<file path="config.mk">
export PLATFORM = sky130hd
export DESIGN_NAME = ddc_timing
export DESIGN_NICKNAME = d
export VERILOG_FILES = /design/src/ddc_pkg.sv /design/src/ddc_timing.sv
export SDC_FILE = /design/constraint.sdc
export NUM_CORES = 1
export LEC_CHECK = 0
export BUFFER_PORTS_ARGS = -buffer_cell sky130_fd_sc_hd__buf_2
export CAP_MARGIN = 20
export CORE_ASPECT_RATIO = 1.2
export CORE_MARGIN = 3
export CORE_UTILIZATION = 35
export DETAILED_ROUTE_END_ITERATION = 10
export PLACE_DENSITY = 0.51
export SLEW_MARGIN = 10
export SYNTH_ARGS = -nofsm -noshare
export SYNTH_HDL_FRONTEND = slang
export SYNTH_SLANG_ARGS = --single-unit
export TNS_END_PERCENT = 1
</file>
<file path="constraint.sdc">
create_clock -name clock -period 3.7 [get_ports clock]
set_input_delay 0.74 -clock clock [delete_from_list [all_inputs] [get_ports clock]]
set_output_delay 0.74 -clock clock [all_outputs]
set_load 0.03 [all_outputs]
</file>
<file path="src/ddc_pkg.sv">
// Constants, encodings and carriers of the DDR4 device-side timing block.
// Assumes a 25 MHz core clock and a link clock far slower than it.
package ddc_pkg;
   localparam int unsigned SYS_PERIOD_NS    = 40;
   localparam int unsigned CRC_ALERT_MIN_NS = 3;
   localparam int unsigned CRC_ALERT_MAX_NS = 13;
   localparam int unsigned ALERT_LAT_RU     =
      (CRC_ALERT_MIN_NS + SYS_PERIOD_NS - 1) / SYS_PERIOD_NS;
   localparam int unsigned ALERT_LAT_CYC    =
      (ALERT_LAT_RU < 1) ? 1 : ALERT_LAT_RU;
   localparam int unsigned ALERT_PW_MIN_NCK = 6;
   localparam int unsigned ALERT_PW_MAX_NCK = 10;
   localparam logic [3:0]  ALERT_PW_NCK     = 4'h7;
   localparam logic [5:0]  WR_START_NCK     = 6'h04;
   localparam logic [5:0]  WR_START_BC4_NCK = 6'h02;
   localparam logic [19:0] TRFC1_NS         = 20'h00104;
   localparam logic [19:0] TRFC2_NS         = 20'h000A0;
   localparam logic [19:0] TRFC4_NS         = 20'h0006E;
   localparam logic [19:0] PS_PER_NS        = 20'h003E8;
   localparam logic [7:0]  REG_CTRL         = 8'h00;
   localparam logic [7:0]  REG_TCK          = 8'h04;
   localparam logic [7:0]  REG_FGR          = 8'h08;
   localparam logic [7:0]  REG_STAT         = 8'h0C;
   localparam logic [7:0]  REG_MASK         = 8'h10;
   localparam logic [7:0]  REG_STATE        = 8'h14;
   localparam int unsigned CTRL_WL_LSB      = 0;
   localparam int unsigned CTRL_BL_LSB      = 5;
   localparam int unsigned CTRL_DLL_BIT     = 7;
   localparam logic [7:0]  CTRL_RST         = 8'h09;
   localparam logic [15:0] TCK_RST          = 16'h04E2;
   localparam logic [1:0]  FGR_RST          = 2'h0;
   localparam int unsigned ST_CRC           = 0;
   localparam int unsigned ST_DLL           = 1;
   localparam int unsigned ST_WRS           = 2;
   localparam int unsigned ST_PD            = 3;
   localparam int unsigned ST_W             = 4;

   typedef enum logic [2:0] {
      CMD_DES, CMD_ACT, CMD_PRE, CMD_REF, CMD_WR, CMD_RD, CMD_ODT
   } ddc_cmd_t;
   typedef enum logic [1:0] {BL_FIX8, BL_OTF, BL_FIX4} ddc_bl_t;
   typedef enum logic [1:0] {FGR_1X, FGR_2X, FGR_4X} ddc_fgr_t;

   typedef struct packed {
      logic     cke;
      logic     bc4;
      ddc_cmd_t cmd;
   } ddc_pins_t;
endpackage : ddc_pkg

</file>
<file path="src/ddc_timing.sv">
// DDR4 device-side timing: CRC alert, internal write start, refresh and
// row-operation busy, power-down entry, DLL lock check, register port.
// Assumes link clock and pins are asynchronous; crc_err is core-clocked.
// What this block does
// - Alert goes active one core cycle after a write CRC error.
// - Alert stays active for 6 to 10 link clock cycles.
// - Internal write starts WL+4 clocks after write, WL+2 for fixed BC4.
// - Power-down takes effect only after running operations complete.
// - Nanosecond times become clock counts, rounded up.
//
// Added by the designer: strobed register access and the register addresses.
`timescale 1ns/1ps
module ddc_timing #(
   parameter logic [19:0] T_ROWOP_NS = 20'h0000F
) (
   input  wire logic             clock,
   input  wire logic             nrst,
   input  wire logic             ck_link,
   input  wire ddc_pkg::ddc_pins_t pins,
   input  wire logic             crc_err,
   input  wire logic [7:0]       reg_addr,
   input  wire logic [31:0]      reg_wdata,
   input  wire logic             reg_wr,
   input  wire logic             reg_rd,
   output logic      [31:0]      reg_rdata,
   output logic                  irq,
   output logic                  alert_n_o,
   output logic                  alert_n_oe,
   output logic                  wr_start,
   output logic                  pd_active
);
   // Synchronisers: first stage feeds only the second
   logic                ck_s1_r, ck_s2_r, ck_d_r;
   ddc_pkg::ddc_pins_t  pins_s1_r, pins_s2_r;
   always_ff @(posedge clock or negedge nrst) begin
      if (!nrst) begin
         ck_s1_r   <= 1'b0;
         ck_s2_r   <= 1'b0;
         ck_d_r    <= 1'b0;
         pins_s1_r <= '0;
         pins_s2_r <= '0;
      end else begin
         ck_s1_r   <= ck_link;
         ck_s2_r   <= ck_s1_r;
         ck_d_r    <= ck_s2_r;
         pins_s1_r <= pins;
         pins_s2_r <= pins_s1_r;
      end
   end

   logic              ck_rise;
   ddc_pkg::ddc_cmd_t cmd;
   assign ck_rise = ck_s2_r & ~ck_d_r;
   assign cmd     = ck_rise ? pins_s2_r.cmd : ddc_pkg::CMD_DES;

   // Registers
   logic [7:0]  ctrl_r, ctrl_nxt;
   logic [15:0] tck_r, tck_nxt;
   logic [1:0]  fgr_r, fgr_nxt;
   logic [ddc_pkg::ST_W-1:0] stat_r, stat_nxt, mask_r, mask_nxt, ev;
   logic [31:0] rdata_nxt;
   logic        irq_nxt;
   logic [4:0]  wl;
   ddc_pkg::ddc_bl_t bl;
   logic        dll_lock;
   assign wl       = ctrl_r[ddc_pkg::CTRL_WL_LSB +: 5];
   assign bl       = ddc_pkg::ddc_bl_t'(ctrl_r[ddc_pkg::CTRL_BL_LSB +: 2]);
   assign dll_lock = ctrl_r[ddc_pkg::CTRL_DLL_BIT];

   // Alert pulse
   logic       alert_r, alert_nxt;
   logic [3:0] pw_r, pw_nxt;
   // Write start delay lines, one bit per link clock
   logic [39:0] line4_r, line4_nxt, line2_r, line2_nxt;
   logic        wrs_nxt, wr_now, fix4;
   logic [5:0]  off4, off2;
   // Busy tracking in picoseconds
   logic [19:0] acc_r, acc_nxt, tgt_r, tgt_nxt, trfc_ns;
   logic        busy;
   logic        pdreq_r, pdreq_nxt, pd_nxt, dll_viol;

   always_comb begin
      // Retrigger ignored while active so the pulse never exceeds its max
      alert_nxt = alert_r;
      pw_nxt    = pw_r;
      if (!alert_r && crc_err) begin
         alert_nxt = 1'b1;
         pw_nxt    = 4'h0;
      end else if (alert_r && ck_rise) begin
         pw_nxt = pw_r + 4'h1;
         if (pw_nxt == ddc_pkg::ALERT_PW_NCK) begin
            alert_nxt = 1'b0;
         end
      end
   end

   always_comb begin
      fix4      = (bl == ddc_pkg::BL_FIX4);
      wr_now    = (cmd == ddc_pkg::CMD_WR);
      off4      = {1'b0, wl} + ddc_pkg::WR_START_NCK;
      off2      = {1'b0, wl} + ddc_pkg::WR_START_BC4_NCK;
      line4_nxt = line4_r;
      line2_nxt = line2_r;
      if (ck_rise) begin
         line4_nxt = {line4_r[38:0], wr_now & ~fix4};
         line2_nxt = {line2_r[38:0], wr_now & fix4};
      end
      wrs_nxt = ck_rise & (line4_nxt[off4] | line2_nxt[off2]);
   end

   always_comb begin
      unique case (ddc_pkg::ddc_fgr_t'(fgr_r))
         ddc_pkg::FGR_2X: trfc_ns = ddc_pkg::TRFC2_NS;
         ddc_pkg::FGR_4X: trfc_ns = ddc_pkg::TRFC4_NS;
         default:         trfc_ns = ddc_pkg::TRFC1_NS;
      endcase
      busy    = (acc_r < tgt_r);
      acc_nxt = acc_r;
      tgt_nxt = tgt_r;
      // Whole link clocks until the sum reaches the time: a round-up
      if (cmd == ddc_pkg::CMD_ACT || cmd == ddc_pkg::CMD_PRE) begin
         acc_nxt = 20'h00000;
         tgt_nxt = 20'(T_ROWOP_NS * ddc_pkg::PS_PER_NS);
      end else if (cmd == ddc_pkg::CMD_REF) begin
         acc_nxt = 20'h00000;
         tgt_nxt = 20'(trfc_ns * ddc_pkg::PS_PER_NS);
      end else if (ck_rise && busy) begin
         acc_nxt = acc_r + {4'h0, tck_r};
      end
      pdreq_nxt = pdreq_r;
      if (ck_rise) begin
         pdreq_nxt = ~pins_s2_r.cke;
      end
      pd_nxt   = pdreq_r & ~busy;
      dll_viol = ~dll_lock & ((cmd == ddc_pkg::CMD_RD) ||
                 (cmd == ddc_pkg::CMD_ODT));
   end

   always_comb begin
      ctrl_nxt  = ctrl_r;
      tck_nxt   = tck_r;
      fgr_nxt   = fgr_r;
      mask_nxt  = mask_r;
      ev        = '0;
      ev[ddc_pkg::ST_CRC] = crc_err;
      ev[ddc_pkg::ST_DLL] = dll_viol;
      ev[ddc_pkg::ST_WRS] = wrs_nxt;
      ev[ddc_pkg::ST_PD]  = pd_nxt & ~pd_active;
      stat_nxt  = stat_r;
      if (reg_wr) begin
         unique case (reg_addr)
            ddc_pkg::REG_CTRL: ctrl_nxt = reg_wdata[7:0];
            ddc_pkg::REG_TCK:  tck_nxt  = reg_wdata[15:0];
            ddc_pkg::REG_FGR:  fgr_nxt  = reg_wdata[1:0];
            ddc_pkg::REG_STAT:
               stat_nxt = stat_r & ~reg_wdata[ddc_pkg::ST_W-1:0];
            ddc_pkg::REG_MASK: mask_nxt = reg_wdata[ddc_pkg::ST_W-1:0];
            default: ;
         endcase
      end
      // Set beats a clear in the same cycle
      stat_nxt  = stat_nxt | ev;
      irq_nxt   = |(stat_r & mask_r);
      rdata_nxt = 32'h0000_0000;
      if (reg_rd) begin
         unique case (reg_addr)
            ddc_pkg::REG_CTRL:  rdata_nxt = {24'h000000, ctrl_r};
            ddc_pkg::REG_TCK:   rdata_nxt = {16'h0000, tck_r};
            ddc_pkg::REG_FGR:   rdata_nxt = {30'h00000000, fgr_r};
            ddc_pkg::REG_STAT:  rdata_nxt = {28'h0000000, stat_r};
            ddc_pkg::REG_MASK:  rdata_nxt = {28'h0000000, mask_r};
            ddc_pkg::REG_STATE:
               rdata_nxt = {28'h0000000, pdreq_r, pd_active, busy, alert_r};
            default: rdata_nxt = 32'h0000_0000;
         endcase
      end
   end

   always_ff @(posedge clock or negedge nrst) begin
      if (!nrst) begin
         alert_r   <= 1'b0;
         pw_r      <= 4'h0;
         line4_r   <= '0;
         line2_r   <= '0;
         wr_start  <= 1'b0;
         acc_r     <= 20'h00000;
         tgt_r     <= 20'h00000;
         pdreq_r   <= 1'b0;
         pd_active <= 1'b0;
         ctrl_r    <= ddc_pkg::CTRL_RST;
         tck_r     <= ddc_pkg::TCK_RST;
         fgr_r     <= ddc_pkg::FGR_RST;
         stat_r    <= '0;
         mask_r    <= '0;
         irq       <= 1'b0;
         reg_rdata <= 32'h0000_0000;
         alert_n_o  <= 1'b1;
         alert_n_oe <= 1'b0;
      end else begin
         alert_r   <= alert_nxt;
         pw_r      <= pw_nxt;
         line4_r   <= line4_nxt;
         line2_r   <= line2_nxt;
         wr_start  <= wrs_nxt;
         acc_r     <= acc_nxt;
         tgt_r     <= tgt_nxt;
         pdreq_r   <= pdreq_nxt;
         pd_active <= pd_nxt;
         ctrl_r    <= ctrl_nxt;
         tck_r     <= tck_nxt;
         fgr_r     <= fgr_nxt;
         stat_r    <= stat_nxt;
         mask_r    <= mask_nxt;
         irq       <= irq_nxt;
         reg_rdata <= rdata_nxt;
         // Open drain: only ever pulls low, shared line stays wired-AND
         alert_n_o  <= 1'b0;
         alert_n_oe <= alert_nxt;
      end
   end

   // Helper: link edges seen while the alert is driven
   logic [4:0] h_edges_r;
   always_ff @(posedge clock or negedge nrst) begin
      if (!nrst) begin
         h_edges_r <= 5'h00;
      end else if (!alert_n_oe) begin
         h_edges_r <= 5'h00;
      end else if (ck_rise && h_edges_r != 5'h1F) begin
         h_edges_r <= h_edges_r + 5'h01;
      end
   end
endmodule : ddc_timing

</file>
==> reports/metrics.yaml <==
synthesis:
  synthCells: 847
  synthDistinctLibCells: 65
  ys.flop_type: "dfrtp_1"
  synth_most_common_cell: "nand2_1"
  synth_warnings: 0
  synth-edff-count: 0
  yosysTopAreaCell: "dfrtp_1"
  yosys-top-cells-area: "dfrtp_1, nand2_1, mux2_2, ha_1, mux2i_1"
  yosysSeqAreaShare: 0.483
  syn_area_um2: 9080
  postSynth.asyncResetShare: 1.00
  synthDominantCellAreaShare: 0.460
  ys_ff_latch: 175
  avgSynthCellArea_um2: 10.7
  netlist_top_cells_count: "nand2_1, dfrtp_1, mux2_2, mux2i_1, ha_1"
global_route:
  first_global_vias: 6320
  antenna_found_initial: 0
  grt_first_pass_wirelength_um: 33700
  grt_usage: 0.150
  grt_remaining_overflow: 0
  grt_max_degree: 79
cts:
  insertion_delay_ps: 430
  holdBufCountCts: 0
  cts_tree: "built"
  clk_pin_slew_worst_paths_ps: 70
  numCtsBuffers: 17
  ctsLongestPathBuffers: 2
  cts_resized: 0
  cts_setup_buffers: 0
  cts.sinks: 175
  htree_levels: 4
  cts-root-buf: "clkbuf_16"
floorplan:
  coreArea_um2: 25100
  die_x_um: 153
  io_pins: 88
  start_util: 0.361
  rows: 63
  die_area_um2: 27900
  die_y_um: 182
run:
  cap_violations: 0
sta:
  finalHoldViolations: 0
  slew_viol_final: 0
  worst_pin_slew_ps: 933
  rsz0062_at_grt: "no"
  setup_violations: 0
  fin_tns_setup_ps: 0
  period_minus_slack_ps: 2920
  post-route-period-util: 0.790
  relSlewSlack: 0.373
  fmax_ghz: 0.342
  skew_ps: 10.1
setup_path:
  cp_cell_sequence: "ha_1 -> inv_1 -> fa_1 -> nand2b_1 -> a21oi_1 -> o211ai_1 -> nand3_1 -> a41oi_1 -> or4_1 -> a21oi_1"
  reg2reg_slack_ps: 780
  cpMostUsedCell: "a21oi_1"
  cp.required_ps: 4050
  worst_setup_path_end_kind: "flip-flop"
  path_delay_family: "compound AO/OA/AOI/OAI gates"
  crit_path_max_incr_delay_ps: 550
  crit_type: "reg -> reg"
  crit_buf_inv: 1
  cp_slowest_cell: "or4_1"
  cp.arrival_ps: 3280
  worst-path-max-fanout: 4
  critPathLaunchType: "flip-flop"
cells_and_area:
  multi_input_area_um2: 4400
  nNetsFinal: 992
  regArea_um2: 4390
  syn2layout_area_growth_pct: 13.8
  drive_gt1_frac: 0.209
  final_area_um2: 10300
  fillers: 2421
  post-route-util: 0.411
  insertedDiodeCount: 0
power:
  p_leak_uw: 0.00500
  p_sw_uw: 1260
  swShare: 0.263
  p_comb_frac: 0.138
  power.density_nw_per_um2: 464
  p_int_uw: 3540
  pwr-share-clk: 0.409
  peakVddDrop_uv: 307
  p_seq_frac: 0.453
routing:
  postRouteAntennaNets: 0
  vias_per_cell: 5.09
  drc: 0
  drt_iter0_drc: 280
  dr.pass1.iters: 4
  wl_per_cell_um: 16.5
  wl_um: 20400
  routed-via-count: 6316
place:
  dp_hpwl_um: 14600
  place_congestion: 0.829
  place_area_um2: 9710
  portBuffers: 54
hold_path:
  hp-class: "in -> async"
run_status:
  outcome: "finished, final reports clean"
==> logic make-up (layout without fill, tap and decap cells) <==
| kind of cell | Yosys count | count (layout) | share of synthesized area |
|---|---|---|---|
| and+or+nand+nor | 293 | 293 | 0.141 |
| DFF | 175 | 175 | 0.483 |
| AOI/OAI and AO/OA | 127 | 127 | 0.0955 |
| muxes | 119 | 119 | 0.165 |
| buffers and inverters | 73 | 125 | 0.0405 |
| adders and majority gates | 39 | 39 | 0.0546 |
| xor gates and xnor gates | 20 | 20 | 0.0193 |
| other | 1 | 17 | 0.000413 |
==> cell usage in the layout (no fill, tap or decap), drive strengths merged, types with 3 or more instances in the layout <==
cell | netlist | final
nand2b | 9 | 9
or3 | 3 | 3
dfrtp | 167 | 167
nor2 | 32 | 32
clkbuf | 17 | 23
nand3 | 10 | 10
a22oi | 7 | 7
inv | 21 | 21
xnor2 | 12 | 12
xor2 | 8 | 8
a21o | 3 | 3
ha | 38 | 38
a21oi | 30 | 30
nor2b | 5 | 5
buf | 34 | 70
o211ai | 5 | 5
and3 | 8 | 8
a211oi | 6 | 6
nor3b | 3 | 3
nand2 | 191 | 191
o22ai | 4 | 4
o21ai | 27 | 27
o31ai | 3 | 3
mux2i | 40 | 40
mux4 | 18 | 18
nor3 | 8 | 8
a22o | 18 | 18
a31oi | 3 | 3
conb | 1 | 17
dfstp | 8 | 8
mux2 | 61 | 61
a32o | 3 | 3
and2 | 12 | 12
clkinv | 1 | 4
bufinv | 0 | 5
==> sequential cells by signal, summed over array words and instances (netlist names), 2 cells and up <==
| signal | count |
|---|---|
| acc_r | 20 |
| ctrl_r | 8 |
| fgr_r | 2 |
| line2_r | 38 |
| line4_r | 36 |
| mask_r | 4 |
| pins_s1_r | 4 |
| pins_s2_r | 4 |
| pw_r | 4 |
| reg_rdata | 16 |
| stat_r | 4 |
| tck_r | 16 |
| tgt_r | 10 |
==> worst register-to-register path, stage by stage, from the launching register on <==
cell,delay (ps)
dfrtp_1,410
ha_1,210
inv_1,60
fa_1,370
nand2b_1,190
a21oi_1,320
o211ai_1,200
nand3_1,150
a41oi_1,230
or4_1,550
a21oi_1,160
==> power groups by stage <==
stage	registers [uW]	clock network [uW]	logic (uW)
final	2170	1960	661
after global routing	2190	2090	755
after CTS	2170	2020	672
after detailed placement	2210	0	669
after global placement	2210	0	659
after floorplan	2170	0	502
==> layer usage <==
| layer | wire [um] | global-route usage | part of all wire | up-vias |
|---|---|---|---|---|
| li1 | - | - | - | 3052 |
| met1 | 9430 | 0.202 | 0.46 | 3140 |
| met2 | 9930 | 0.246 | 0.49 | 99 |
| met3 | 699 | 0.0299 | 0.034 | 25 |
| met4 | 379 | 0.0414 | 0.019 | 0 |
| met5 | 0 | 0 | 0 | - |
==> final timing paths <==
kind / endpoint / start / cells after the start
worst max-delay path: acc_r[18]$_DFFE_PN0P_ / tck_r[0]$_DFFE_PN0P_ / 10
worst min-delay path: line4_r[23]$_DFF_PN0_ / nrst / 1
worst max register to register: acc_r[18]$_DFFE_PN0P_ / tck_r[0]$_DFFE_PN0P_ / 10
worst min register to register: ck_s2_r$_DFF_PN0_ / ck_s1_r$_DFF_PN0_ / 0
max in group asynchronous: line2_r[15]$_DFF_PN0_ / nrst / 2
min in group clock: ck_s2_r$_DFF_PN0_ / ck_s1_r$_DFF_PN0_ / 0
==> layout make-up <==
type | instances | share of cell area
clock buffer | 22 | 0.0430
sequential | 175 | 0.425
inverter | 22 | 0.00799
multi-input combinational | 615 | 0.425
timing repair buffer | 71 | 0.0418
tap | 325 | 0.0393
clock inverter | 10 | 0.0182
==> metrics by stage <==
stage | hold slack (ps) | total power, uW | setup slack [ps] | std cells
after floorplan | 331 | 2670 | 1180 | 863
after global placement | 334 | 2870 | 724 | 1208
after detailed placement | 337 | 2880 | 757 | 1208
after CTS | 347 | 4860 | 741 | 1240
after global routing | 345 | 5040 | 593 | 1240
final | 315 | 4800 | 777 | 1240
(Power assumes the default switching activity.)
